### config.mk
export PLATFORM = sky130hd
export DESIGN_NAME = rom_select_divider
export DESIGN_NICKNAME = d
export VERILOG_FILES = /design/src/rtl/line_front_end.v /design/src/rtl/rom_select_divider.v
export VERILOG_INCLUDE_DIRS = /design/src /design/src/inc
export SDC_FILE = /design/constraint.sdc
export NUM_CORES = 1
export LEC_CHECK = 0
export BUFFER_PORTS_ARGS = -buffer_cell sky130_fd_sc_hd__buf_4
export CORE_MARGIN = 5
export CORE_UTILIZATION = 60
export DETAILED_ROUTE_END_ITERATION = 10
export GPL_TIMING_DRIVEN = 1
export PLACE_DENSITY = 0.91
export SKIP_LAST_GASP = 1
export SLEW_MARGIN = 20
export SYNTH_ARGS = -nofsm -noshare
export SYNTH_HDL_FRONTEND = slang
export SYNTH_HIERARCHICAL = 1
export SYNTH_SLANG_ARGS = --single-unit
### constraint.sdc
create_clock -name i_clk -period 5.9 [get_ports i_clk]
set_clock_uncertainty 0.1 [all_clocks]
set_input_delay 0.295 -clock i_clk [delete_from_list [all_inputs] [get_ports i_clk]]
set_output_delay 0.295 -clock i_clk [all_outputs]
set_load 0.03 [all_outputs]
### src/inc/link_consts.vh
// Constants for the selection, front-end and oscillator divider logic
`ifndef LINK_CONSTS_VH
`define LINK_CONSTS_VH

`define CLK_PERIOD_NS   10
`define HOLD_OFF_NS     100
`define HOLD_OFF_CYC    ((`HOLD_OFF_NS + `CLK_PERIOD_NS - 1) / `CLK_PERIOD_NS)
`define HOLD_CNT_W      4
`define CFG_DELAY_US    2000
`define CFG_DELAY_CYC   ((`CFG_DELAY_US * 1000) / `CLK_PERIOD_NS)
`define DELAY_CNT_W     18

`define CMD_SKIP        8'hCC
`define CMD_RESUME      8'hA5

`define UNLOCK_LEN      3'h6
`define UNLOCK_B0       8'hDD
`define UNLOCK_B1       8'h01
`define UNLOCK_B2       8'h3D
`define UNLOCK_B3       8'h75
`define UNLOCK_B4       8'hF9
`define UNLOCK_B5       8'hC3

`define SET_B0          8'hAA
`define SET_B1          8'h85
`define SET_DIVIDE_BY_TWO        8'h41
`define SET_DIVIDE_BY_TWO_TAIL   8'h02
`define SET_DIVIDE_BY_FOUR        8'h42
`define SET_DIVIDE_BY_EIGHT        8'h43
`define BIT_SEQ         7'h02
`define BIT_SEQ_LEN     3'h7

`define DIV_ONE         2'h0
`define DIV_TWO         2'h1
`define DIV_FOUR        2'h2
`define DIV_EIGHT       2'h3

`endif

### src/rtl/line_front_end.v
// Noise-tolerant receive front end of one line port
`timescale 1ns/1ps
`include "link_consts.vh"

module line_front_end (
	// Clock and reset
	input  wire i_clk,
	input  wire i_rst_n,
	// Comparator levels
	input  wire i_above_high,
	input  wire i_below_low,
	// Receiver state
	output reg  o_line_high,
	output reg  o_slot_start
);

	// Hold-off counted in whole clock cycles, rounded up
	localparam integer           HOLD_CYC = `HOLD_OFF_CYC;
	localparam [`HOLD_CNT_W-1:0] HOLD_END = HOLD_CYC[`HOLD_CNT_W-1:0];

	reg                    rising_r;
	reg [`HOLD_CNT_W-1:0]  hold_cnt_r;

	always @(posedge i_clk) begin
		if (!i_rst_n) begin
			o_line_high  <= 1'b0;
			o_slot_start <= 1'b0;
			rising_r     <= 1'b0;
			hold_cnt_r   <= {`HOLD_CNT_W{1'b0}};
		end else begin
			o_slot_start <= 1'b0;
			if (o_line_high) begin
				// hysteresis: only low threshold ends high
				if (i_below_low) begin
					o_line_high  <= 1'b0;
					o_slot_start <= 1'b1;
				end
			end else if (rising_r) begin
				if (i_below_low) begin
					rising_r   <= 1'b0;
					hold_cnt_r <= {`HOLD_CNT_W{1'b0}};
				end else if (hold_cnt_r == HOLD_END - 1'b1) begin
					rising_r    <= 1'b0;
					hold_cnt_r  <= {`HOLD_CNT_W{1'b0}};
					o_line_high <= 1'b1;
				end else begin
					hold_cnt_r <= hold_cnt_r + 1'b1;
				end
			end else if (i_above_high) begin
				rising_r   <= 1'b1;
				hold_cnt_r <= {`HOLD_CNT_W{1'b0}};
			end
		end
	end

endmodule // line_front_end

### src/rtl/rom_select_divider.v
// Selection commands, resume flag, front ends and oscillator divider
//
// Contract
// - Skip code enters function handling, no identifier
// - Resume code enters functions when flag set
// - Flag set only by successful selection
// - Repeated resumes allowed while flag set
// - Other device selected clears the flag
// - Receiver hysteresis ignores sags that stay above the low threshold
// - Early drop after rise restarts hold-off
// - Drop after hold-off starts new slot
// - After reset oscillator runs undivided
// - Divide by two, four, eight via either port
// - Divider scales slow timing, not slots
// - Unlock: skip, six bytes, CRC, two FF
// - Divide-by-two: skip, AA 85 41 02, CRC
// - Divide four/eight: bits, 2ms wait, CRC
// - Reset pulse answered by presence pulse
`timescale 1ns/1ps
`include "link_consts.vh"

module rom_select_divider #(
	parameter CFG_DELAY_CYC = `CFG_DELAY_CYC
) (
	// Clock and reset
	input  wire        i_clk,
	input  wire        i_rst_n,
	// Line comparators, one bit per port (0 = port A, 1 = port B)
	input  wire [1:0]  i_above_high,
	input  wire [1:0]  i_below_low,
	// Bit-slot layer events per port
	input  wire [1:0]  i_reset_seen,
	input  wire [1:0]  i_byte_valid,
	input  wire [15:0] i_byte,
	input  wire [1:0]  i_bit_valid,
	input  wire [1:0]  i_bit,
	// Outcome of identifier-based selection
	input  wire        i_select_ok,
	input  wire        i_select_other,
	// Undivided slow oscillator tick
	input  wire        i_osc_tick,
	// Front-end results
	output reg  [1:0]  o_line_high,
	output reg  [1:0]  o_slot_start,
	// Network layer results
	output reg  [1:0]  o_presence_req,
	output reg         o_func_go,
	output reg         o_func_port,
	output reg         o_reply_crc,
	output reg         o_reply_ff,
	output reg         o_resume_flag,
	// Oscillator divider
	output reg  [1:0]  o_div_sel,
	output reg         o_slow_tick
);

	localparam [3:0] ST_IDLE   = 4'h0;
	localparam [3:0] ST_ROM    = 4'h1;
	localparam [3:0] ST_FUNC   = 4'h2;
	localparam [3:0] ST_UNLOCK = 4'h3;
	localparam [3:0] ST_SET    = 4'h4;
	localparam [3:0] ST_TAIL   = 4'h5;
	localparam [3:0] ST_BITS   = 4'h6;
	localparam [3:0] ST_DELAY  = 4'h7;
	localparam [3:0] ST_LAST   = 4'h8;
	localparam [3:0] ST_IGNORE = 4'h9;
	localparam [3:0] ST_ACTIVE = 4'hA;

	localparam [`DELAY_CNT_W-1:0] DELAY_END =
		CFG_DELAY_CYC[`DELAY_CNT_W-1:0];
	localparam [6:0]              BIT_PATTERN = `BIT_SEQ;
	wire [1:0] fe_high;
	wire [1:0] fe_slot;

	reg [3:0]              state_r;
	reg [3:0]              state_nxt;
	reg                    act_r;
	reg [2:0]              idx_r;
	reg [2:0]              idx_nxt;
	reg                    unlock_r;
	reg                    unlock_nxt;
	reg [1:0]              pend_r;
	reg [1:0]              pend_nxt;
	reg [`DELAY_CNT_W-1:0] dly_r;
	reg [2:0]              tick_cnt_r;
	reg                    apply_nxt;
	reg                    func_nxt;
	reg                    crc_nxt;
	reg                    ff_nxt;
	reg [7:0]              unlock_byte;

	wire       byte_v = i_byte_valid[act_r];
	wire [7:0] byte_d = act_r ? i_byte[15:8] : i_byte[7:0];
	wire       bit_v  = i_bit_valid[act_r];
	wire       bit_d  = i_bit[act_r];
	wire       any_rst = |i_reset_seen;
	wire       dly_done = (dly_r == DELAY_END);

	genvar p;
	generate
		for (p = 0; p < 2; p = p + 1) begin : g_port
			line_front_end u_fe (
				.i_clk        (i_clk),
				.i_rst_n      (i_rst_n),
				.i_above_high (i_above_high[p]),
				.i_below_low  (i_below_low[p]),
				.o_line_high  (fe_high[p]),
				.o_slot_start (fe_slot[p])
			);
		end
	endgenerate

	always @* begin
		case (idx_r)
		3'h0:    unlock_byte = `UNLOCK_B0;
		3'h1:    unlock_byte = `UNLOCK_B1;
		3'h2:    unlock_byte = `UNLOCK_B2;
		3'h3:    unlock_byte = `UNLOCK_B3;
		3'h4:    unlock_byte = `UNLOCK_B4;
		default: unlock_byte = `UNLOCK_B5;
		endcase
	end

	always @* begin
		state_nxt  = state_r;
		idx_nxt    = idx_r;
		unlock_nxt = unlock_r;
		pend_nxt   = pend_r;
		apply_nxt  = 1'b0;
		func_nxt   = 1'b0;
		crc_nxt    = 1'b0;
		ff_nxt     = 1'b0;
		case (state_r)
		ST_IDLE: begin
		end
		ST_ROM: begin
			if (byte_v) begin
				idx_nxt = 3'h0;
				if (byte_d == `CMD_SKIP) begin
					state_nxt = ST_FUNC;
					func_nxt  = 1'b1;
				end else if (byte_d == `CMD_RESUME) begin
					if (o_resume_flag) begin
						state_nxt = ST_ACTIVE;
						func_nxt  = 1'b1;
					end else begin
						state_nxt = ST_IGNORE;
					end
				end else begin
					// Other ROM commands belong to another layer
					state_nxt = ST_IGNORE;
				end
			end
		end
		ST_FUNC: begin
			if (byte_v) begin
				if (byte_d == `UNLOCK_B0) begin
					state_nxt = ST_UNLOCK;
					idx_nxt   = 3'h1;
				end else if (byte_d == `SET_B0 && unlock_r) begin
					state_nxt = ST_SET;
				end else begin
					state_nxt = ST_ACTIVE;
				end
			end
		end
		ST_UNLOCK: begin
			if (byte_v) begin
				if (byte_d != unlock_byte) begin
					state_nxt = ST_ACTIVE;
				end else if (idx_r == `UNLOCK_LEN - 1'b1) begin
					state_nxt  = ST_ACTIVE;
					unlock_nxt = 1'b1;
					crc_nxt    = 1'b1;
					ff_nxt     = 1'b1;
				end else begin
					idx_nxt = idx_r + 1'b1;
				end
			end
		end
		ST_SET: begin
			if (byte_v) begin
				if (idx_r == 3'h0) begin
					if (byte_d == `SET_B1)
						idx_nxt = 3'h1;
					else
						state_nxt = ST_ACTIVE;
				end else begin
					idx_nxt = 3'h0;
					case (byte_d)
					`SET_DIVIDE_BY_TWO: begin
						pend_nxt  = `DIV_TWO;
						state_nxt = ST_TAIL;
					end
					`SET_DIVIDE_BY_FOUR: begin
						pend_nxt  = `DIV_FOUR;
						state_nxt = ST_BITS;
					end
					`SET_DIVIDE_BY_EIGHT: begin
						pend_nxt  = `DIV_EIGHT;
						state_nxt = ST_BITS;
					end
					default: state_nxt = ST_ACTIVE;
					endcase
				end
			end
		end
		ST_TAIL: begin
			if (byte_v) begin
				state_nxt = ST_ACTIVE;
				if (byte_d == `SET_DIVIDE_BY_TWO_TAIL) begin
					apply_nxt  = 1'b1;
					crc_nxt    = 1'b1;
					unlock_nxt = 1'b0;
				end
			end
		end
		ST_BITS: begin
			if (byte_v) begin
				state_nxt = ST_ACTIVE;
			end else if (bit_v) begin
				if (bit_d != BIT_PATTERN[idx_r]) begin
					state_nxt = ST_ACTIVE;
				end else if (idx_r == `BIT_SEQ_LEN - 1'b1) begin
					state_nxt = ST_DELAY;
				end else begin
					idx_nxt = idx_r + 1'b1;
				end
			end
		end
		ST_DELAY: begin
			if (bit_v || byte_v)
				state_nxt = ST_ACTIVE;
			else if (dly_done)
				state_nxt = ST_LAST;
		end
		ST_LAST: begin
			if (byte_v) begin
				state_nxt = ST_ACTIVE;
			end else if (bit_v) begin
				state_nxt = ST_ACTIVE;
				if (!bit_d) begin
					apply_nxt  = 1'b1;
					crc_nxt    = 1'b1;
					unlock_nxt = 1'b0;
				end
			end
		end
		ST_IGNORE: begin
		end
		ST_ACTIVE: begin
		end
		default: state_nxt = ST_IDLE;
		endcase
		if (any_rst) begin
			state_nxt = ST_ROM;
			idx_nxt   = 3'h0;
		end
	end

	always @(posedge i_clk) begin
		if (!i_rst_n) begin
			state_r        <= ST_IDLE;
			act_r          <= 1'b0;
			idx_r          <= 3'h0;
			unlock_r       <= 1'b0;
			pend_r         <= `DIV_ONE;
			dly_r          <= {`DELAY_CNT_W{1'b0}};
			o_line_high    <= 2'h0;
			o_slot_start   <= 2'h0;
			o_presence_req <= 2'h0;
			o_func_go      <= 1'b0;
			o_func_port    <= 1'b0;
			o_reply_crc    <= 1'b0;
			o_reply_ff     <= 1'b0;
			o_resume_flag  <= 1'b0;
		end else begin
			state_r        <= state_nxt;
			idx_r          <= idx_nxt;
			unlock_r       <= unlock_nxt;
			pend_r         <= pend_nxt;
			o_line_high    <= fe_high;
			o_slot_start   <= fe_slot;
			o_presence_req <= i_reset_seen;
			o_func_go      <= func_nxt;
			o_func_port    <= act_r;
			o_reply_crc    <= crc_nxt;
			o_reply_ff     <= ff_nxt;
			// Port A wins when both ports reset together
			if (i_reset_seen[0])
				act_r <= 1'b0;
			else if (i_reset_seen[1])
				act_r <= 1'b1;
			// Delay counts only while waiting, saturating at the end
			if (state_r != ST_DELAY)
				dly_r <= {`DELAY_CNT_W{1'b0}};
			else if (!dly_done)
				dly_r <= dly_r + 1'b1;
			if (i_select_ok)
				o_resume_flag <= 1'b1;
			else if (i_select_other)
				o_resume_flag <= 1'b0;
		end
	end

	always @(posedge i_clk) begin
		if (!i_rst_n) begin
			o_div_sel   <= `DIV_ONE;
			tick_cnt_r  <= 3'h0;
			o_slow_tick <= 1'b0;
		end else begin
			if (apply_nxt)
				o_div_sel <= pend_nxt;
			// only slow-clock users see the divided tick
			o_slow_tick <= 1'b0;
			if (i_osc_tick) begin
				if (tick_cnt_r >= ((3'h1 << o_div_sel) - 3'h1)) begin
					tick_cnt_r  <= 3'h0;
					o_slow_tick <= 1'b1;
				end else begin
					tick_cnt_r <= tick_cnt_r + 3'h1;
				end
			end
		end
	end

endmodule // rom_select_divider

-- Word level (Yosys, flattened, before mapping)
Memory sizes are Yosys's and may differ from the RTL's. A register that Yosys moved wholly into a read port is not among the register bits.
Cells that the tools add are included.
- bits of input ports: 33
- memory bits (read-only): 8
- output and inout port bits: 14
- flip-flop bits (word level): 60
- memories: 1
- memories (memory ; depth ; bits a word ; read ports ; clocked after memory_dff ; write ports ; line ; RTL):
    (no name shown) ; 8 ; 1 ; 1 ; 1 ; 0 ; rom_select_divider.v:222 ; if (bit_d != BIT_PATTERN[idx_r]) begin
- reduce and logical (&&, ||, !) cells: 26
- muxes and demuxes: 108
- shifts and indexed selects: 1
- eq/ne operators: 67
- $add $sub $neg: 6
- order comparisons: 3
- bitwise gates (word level): 4
- operator list (cell ; count):
    $mux W4 ; 29
    $mux W1 ; 50
    $mux W3 ; 16
    $eq A8 B8 Y1 const B ; 5
    $pmux W8 S5 ; 1
    $pmux W4 S9 ; 1
    $ne A2 B2 Y1 const B ; 17
    $ne A3 B3 Y1 const B ; 11
    $eq A8 B7 Y1 const B ; 3
    $ne A4 B4 Y1 const B ; 6
    $reduce_and A12 Y1 ; 2
    $eq A4 B4 Y1 const B ; 5
    $add A18 B1 Y18 const B ; 1
    $eq A18 B18 Y1 const B ; 1
    $eq A4 B3 Y1 const B ; 4
    $pmux W3 S5 ; 1
    $reduce_and A13 Y1 ; 1
    $reduce_and A2 Y1 ; 6
    $eq A3 B3 Y1 const B ; 3
    $reduce_and A9 Y1 ; 1
    $add A4 B1 Y4 const B ; 2
    $eq A4 B2 Y1 const B ; 2
    $eq A8 B2 Y1 const B ; 1
    $mux W2 ; 4
    other kinds (30) ; 42

-- Longest topological paths before layout
- word-level depth: 9
- depth in mapped cells: 10
- depth with buffers taken out: 9

-- Hierarchy
The synthesis kept the hierarchy.
- modules (own cells, without submodules) (module ; seq. area each (um^2) ; cells an instance ; area each (um^2) ; times used):
    rom_select_divider ; 940.9 ; 394 ; 3140.5 ; 1
    line_front_end ; 140.1 ; 37 ; 335.3 ; 2

-- Worst setup path after synthesis
Ideal clock, no wire load.
- path type: reg2reg
- from: reg idx_r[1]
- to: reg idx_r[1]
- data required time: 5.679 ns
- cell stages (with the launch flop): 9
- slack: 3.516 ns
- arrival time: 2.163 ns
- path buffers: 0
- path through: dfxtp_1 -> inv_1 -> ha_1 -> or4_1 -> a21oi_1 -> o21ai_2 -> o31ai_4 -> nand2_2 -> mux2_4
- longest elaborated chain between the ends: 6
- RTL lines (element ; line ; RTL):
    from (decl) ; rom_select_divider.v:78 ; reg [2:0] idx_r;
    from (signal assigned) ; rom_select_divider.v:279 ; idx_r <= idx_nxt;
    $add A3 B1 Y3 ; rom_select_divider.v:177, rom_select_divider.v:227 ;
    $mux W3 ; rom_select_divider.v:224 ; end else if (idx_r == `BIT_SEQ_LEN - 1'b1) begin
    $mux W3 ; rom_select_divider.v:222 ;
    $mux W3 ; rom_select_divider.v:221 ; end else if (bit_v) begin
    $mux W3 ; rom_select_divider.v:219 ; if (byte_v) begin
    $pmux W3 S5 ; rom_select_divider.v:133 ; case (state_r)
Parallel ways exist; a longest one is shown, timed or not. The select of a mux whose other input is x is not followed.
A chain may end at the register's enable or synchronous reset.

-- Worst setup path in the final report
- from: reg act_r
- to: reg idx_r[1]
- longest elaborated chain between the ends: 5
- RTL lines (element ; line ; RTL):
    from (decl) ; rom_select_divider.v:77 ; reg act_r;
    from (signal assigned) ; rom_select_divider.v:264 ; act_r <= 1'b0;
    from (signal assigned) ; rom_select_divider.v:291 ; act_r <= 1'b0;
    from (signal assigned) ; rom_select_divider.v:293 ; act_r <= 1'b1;
    parallel branches: the longest is 4 deep, another holds $mux W8 ; -- ;
    $reduce_and A13 Y1 (no line) * ; -- ;
Mark *: on every way between the ends. The select of a mux whose other input is x is not followed.

==> impl_results.md <==
- Min cycle time layout: 2.74 ns
- Yosys warnings: 6
- Worst path max stage delay: 0.42 ns
- Antenna Nets Post-Route: 0
- Fin. max-slew vios: 0
- Critical path's slowest cell: mux2_2
- Initial DRT Pass Iterations: 5
- DP Area: 4190 um^2
- Nets@finish: approximately 560
- Unrepaired setup endpoints after global routing: false
- Final hold vios: 0
- Post-route cell area: 4390 um^2
- Rows: 29
- Die area: 8050 um^2
- Register area share after synthesis: 32.0%
- Vias in the first global route: 3513
- GP Congestion: 1.09
- First-pass GRT wire length: 15700 um
- N_diodes: 0
- Leak: 0.00168 uW
- Met3 GRT Util: ~6.5%
- Mapped Cells: approximately 470
- CP Cell Sequence: buf_4 -> mux2_2 -> or4_1 -> a21oi_1 -> o21ai_2 -> o31ai_4 -> nand2_2 -> mux2_4
- Dpl ws: approximately 3.2 ns
- Commonest cells after routing, fill and taps aside: 61 x nor2_1, 61 x dfxtp_1, 47 x buf_4
- Resize count post-CTS: 0
- CTS Sinks: 61
- Hold Buf Count CTS: 0
- Antenna violations before repair: 0
- Port Buffer Count: 46
- Final worst slack: 3.16 ns
- Starting DRT DRC Count: about 400
- Grt ovf: 0
- DRC violations left: 0
- Fraction of layout cells with a size suffix above 1: 17.5%
- Worst endpoint required time: 6.02 ns
- GR met1 Demand/Resource: 25.6%
- Die span in x: ~90 um
- CP Max Fanout: 38
- Fraction of registers with async set/reset: 0%
- Mux cell area share after synthesis: 5.22%
- Largest net degree at the start of global routing: 39
- Synthesized Nets: 515
- Post-synthesis xor/xnor area fraction: under 10%
- Fmax: 364 MHz
- Adder-cell share of the synthesized area: under 10%
- GRT Total Usage: 23.0%
- Startpoint Class: flop
- Crit path kind: flop to flop
- Clock Latency Late Sink: 0.33 ns
- Avg Vias per Cell: 6.21
- Period utilisation layout: ~47%
- Synth Area in Compound Gates: 18.0%
- Starting density of the core: 60.7%
- Longest Clk Path Bufs: 2
- Largest family of logic cells by synthesized area: simple AND/OR/NAND/NOR gates
- Die H: 89.7 um
- Total Routed Length: ~9400 um
- Slew margin rel.: 31.6%
- H-tree depth: 3
- Worst Max-Slew Pin Slew: 1.02 ns
- Final setup fails: 0
- WL/cell: 15.9 um
- Vias: 3670
- Post-synthesis simple-gate area fraction: 30.6%
- Critical path arrival: 2.86 ns
- HPWL after DPL: 7090 um
- Setup crit end kind: flop
- PwrDens: 209 nW/um^2
- Grt met2 use: 40.4%
- Max Cap Viol: 0
- CTS tree: yes
- Hold Path Class: primary input to flop
- Core Box Area: between 6000 and 7000 um^2
- P&R area growth vs syn: 15.2%
- Maximum vdd ir drop: 0.196 mV
- Root buffer cell: clkbuf_8
- Ports: 47
- Post-Syn Area per Cell: 8.14 um^2
- EDFF count, synth: 0
- Filler instances: between 400 and 500
- Most common flop cell mapped by yosys: dfxtp_1
- CTS buffer count: 9
- Post-Synthesis Cell Area: 3810 um^2
- Synth cell types: 72
- Top Usage Layer GRT: met2
- Setup bufs post-CTS: 0
- Reg clk slew, reported paths: 0.07 ns
- FF+latch count, synth: 61
- Status: completed
- Setup Total Neg Slack: 0 ns
-- per-stage QoR --
step | total power [uW] | std cells | util, % | hold slack (ns)
after floorplan | 494 | 468 | - | 0.267
after global placement | 531 | 577 | 66.7 | 0.322
after detailed placement | 534 | 577 | 66.7 | 0.326
after CTS | 919 | 591 | 69.9 | 0.0317
after global routing | 952 | 591 | 69.9 | 0.0277
final | 916 | 591 | 69.9 | 0.0423
-- Yosys cell counts, types with 3 or more instances --
master,number,area [um^2]
a21o_1,3,22.5
a21oi_1,22,110
a221oi_1,4,35.0
a31oi_1,9,56.3
and2_1,10,62.6
and3_1,13,81.3
clkbuf_1,10,37.5
dfxtp_1,61,1220
ha_1,14,175
inv_1,24,90.1
mux2_2,4,45.0
mux2i_1,11,110
nand2_1,40,150
nand2b_1,6,37.5
nand3_1,15,75.1
nand3b_1,8,60.1
nand4_1,10,62.6
nand4b_1,3,26.3
nor2_1,61,229
nor2b_1,5,31.3
nor3_1,14,70.1
nor3b_1,6,45.0
o211ai_1,3,22.5
o21ai_0,15,75.1
o31ai_1,3,22.5
or2_2,3,18.8
or3_1,3,18.8
or4b_1,3,30.0
xnor2_1,7,61.3
xor2_1,16,140
-- where the power goes --
| group | total (uW) | internal, uW | switching (uW) |
|---|---|---|---|
| logic | 105 | 46.3 | 59.1 |
| clock network | 388 | 233 | 155 |
| registers | 422 | 417 | 5.32 |
-- registers in the layout (all words and copies together), names as in the netlist, 2 cells and up, named ones only --
register / flops
o_presence_req: 2
o_slot_start: 2
pend_r: 2
o_line_high: 2
g_port.u_fe/o_line_high: 2
g_port.u_fe/hold_cnt_r: 8
o_div_sel: 2
state_r: 4
g_port.u_fe/o_slot_start: 2
idx_r: 3
dly_r: 18
g_port.u_fe/rising_r: 2
tick_cnt_r: 3
-- layer usage --
metal | share of wire, % | wire length [um]
met1 | 38 | 3580
met2 | 51 | 4750
met3 | 7.7 | 723
met4 | 3.4 | 320
met5 | 0 | 0
-- critical path, delay by kind of cell, from the launching register on --
| family | cells | cell delay (ns) |
|---|---|---|
| mux | 2 | 0.72 |
| compound gates | 3 | 0.61 |
| simple gates | 2 | 0.54 |
| buf+inv | 1 | 0.34 |
| flops | 1 | 0.30 |
-- area by class of cell --
| type | count | area [um^2] | area share (%) |
|---|---|---|---|
| Tap cell | 77 | 96.3 | 2.19 |
| Inverter | 24 | 90.1 | 2.05 |
| Timing Repair Buffer | 47 | 353 | 8.04 |
| Multi-Input combinational cell | 368 | 2430 | 55.3 |
| Sequential cell | 61 | 1220 | 27.8 |
| Clock inverter | 4 | 75.1 | 1.71 |
| Clock buffer | 10 | 128 | 2.91 |
-- logic make-up (layout without fill, tap and decap cells) --
logic type	count (synthesis)	count (layout)
buffers and inverters	39	85
DFF	61	61
AOI/OAI and AO/OA	96	96
muxes	18	18
and+or+nand+nor	217	217
xor gates and xnor gates	23	23
adders and majority gates	14	14
-- path summary, 6_finish.rpt --
kind / start / endpoint / slack (ns) / cells after the start
max: act_r / idx_r[1] / 3.16 / 8
max reg2reg: act_r / idx_r[1] / 3.16 / 8
min: i_below_low[0] / g_port[0].u_fe/o_line_high / 0.04 / 2
min reg2reg: g_port[0].u_fe/o_slot_start / o_slot_start[0] / 0.34 / 1
No activity file was read; power rests on OpenSTA's default activity.
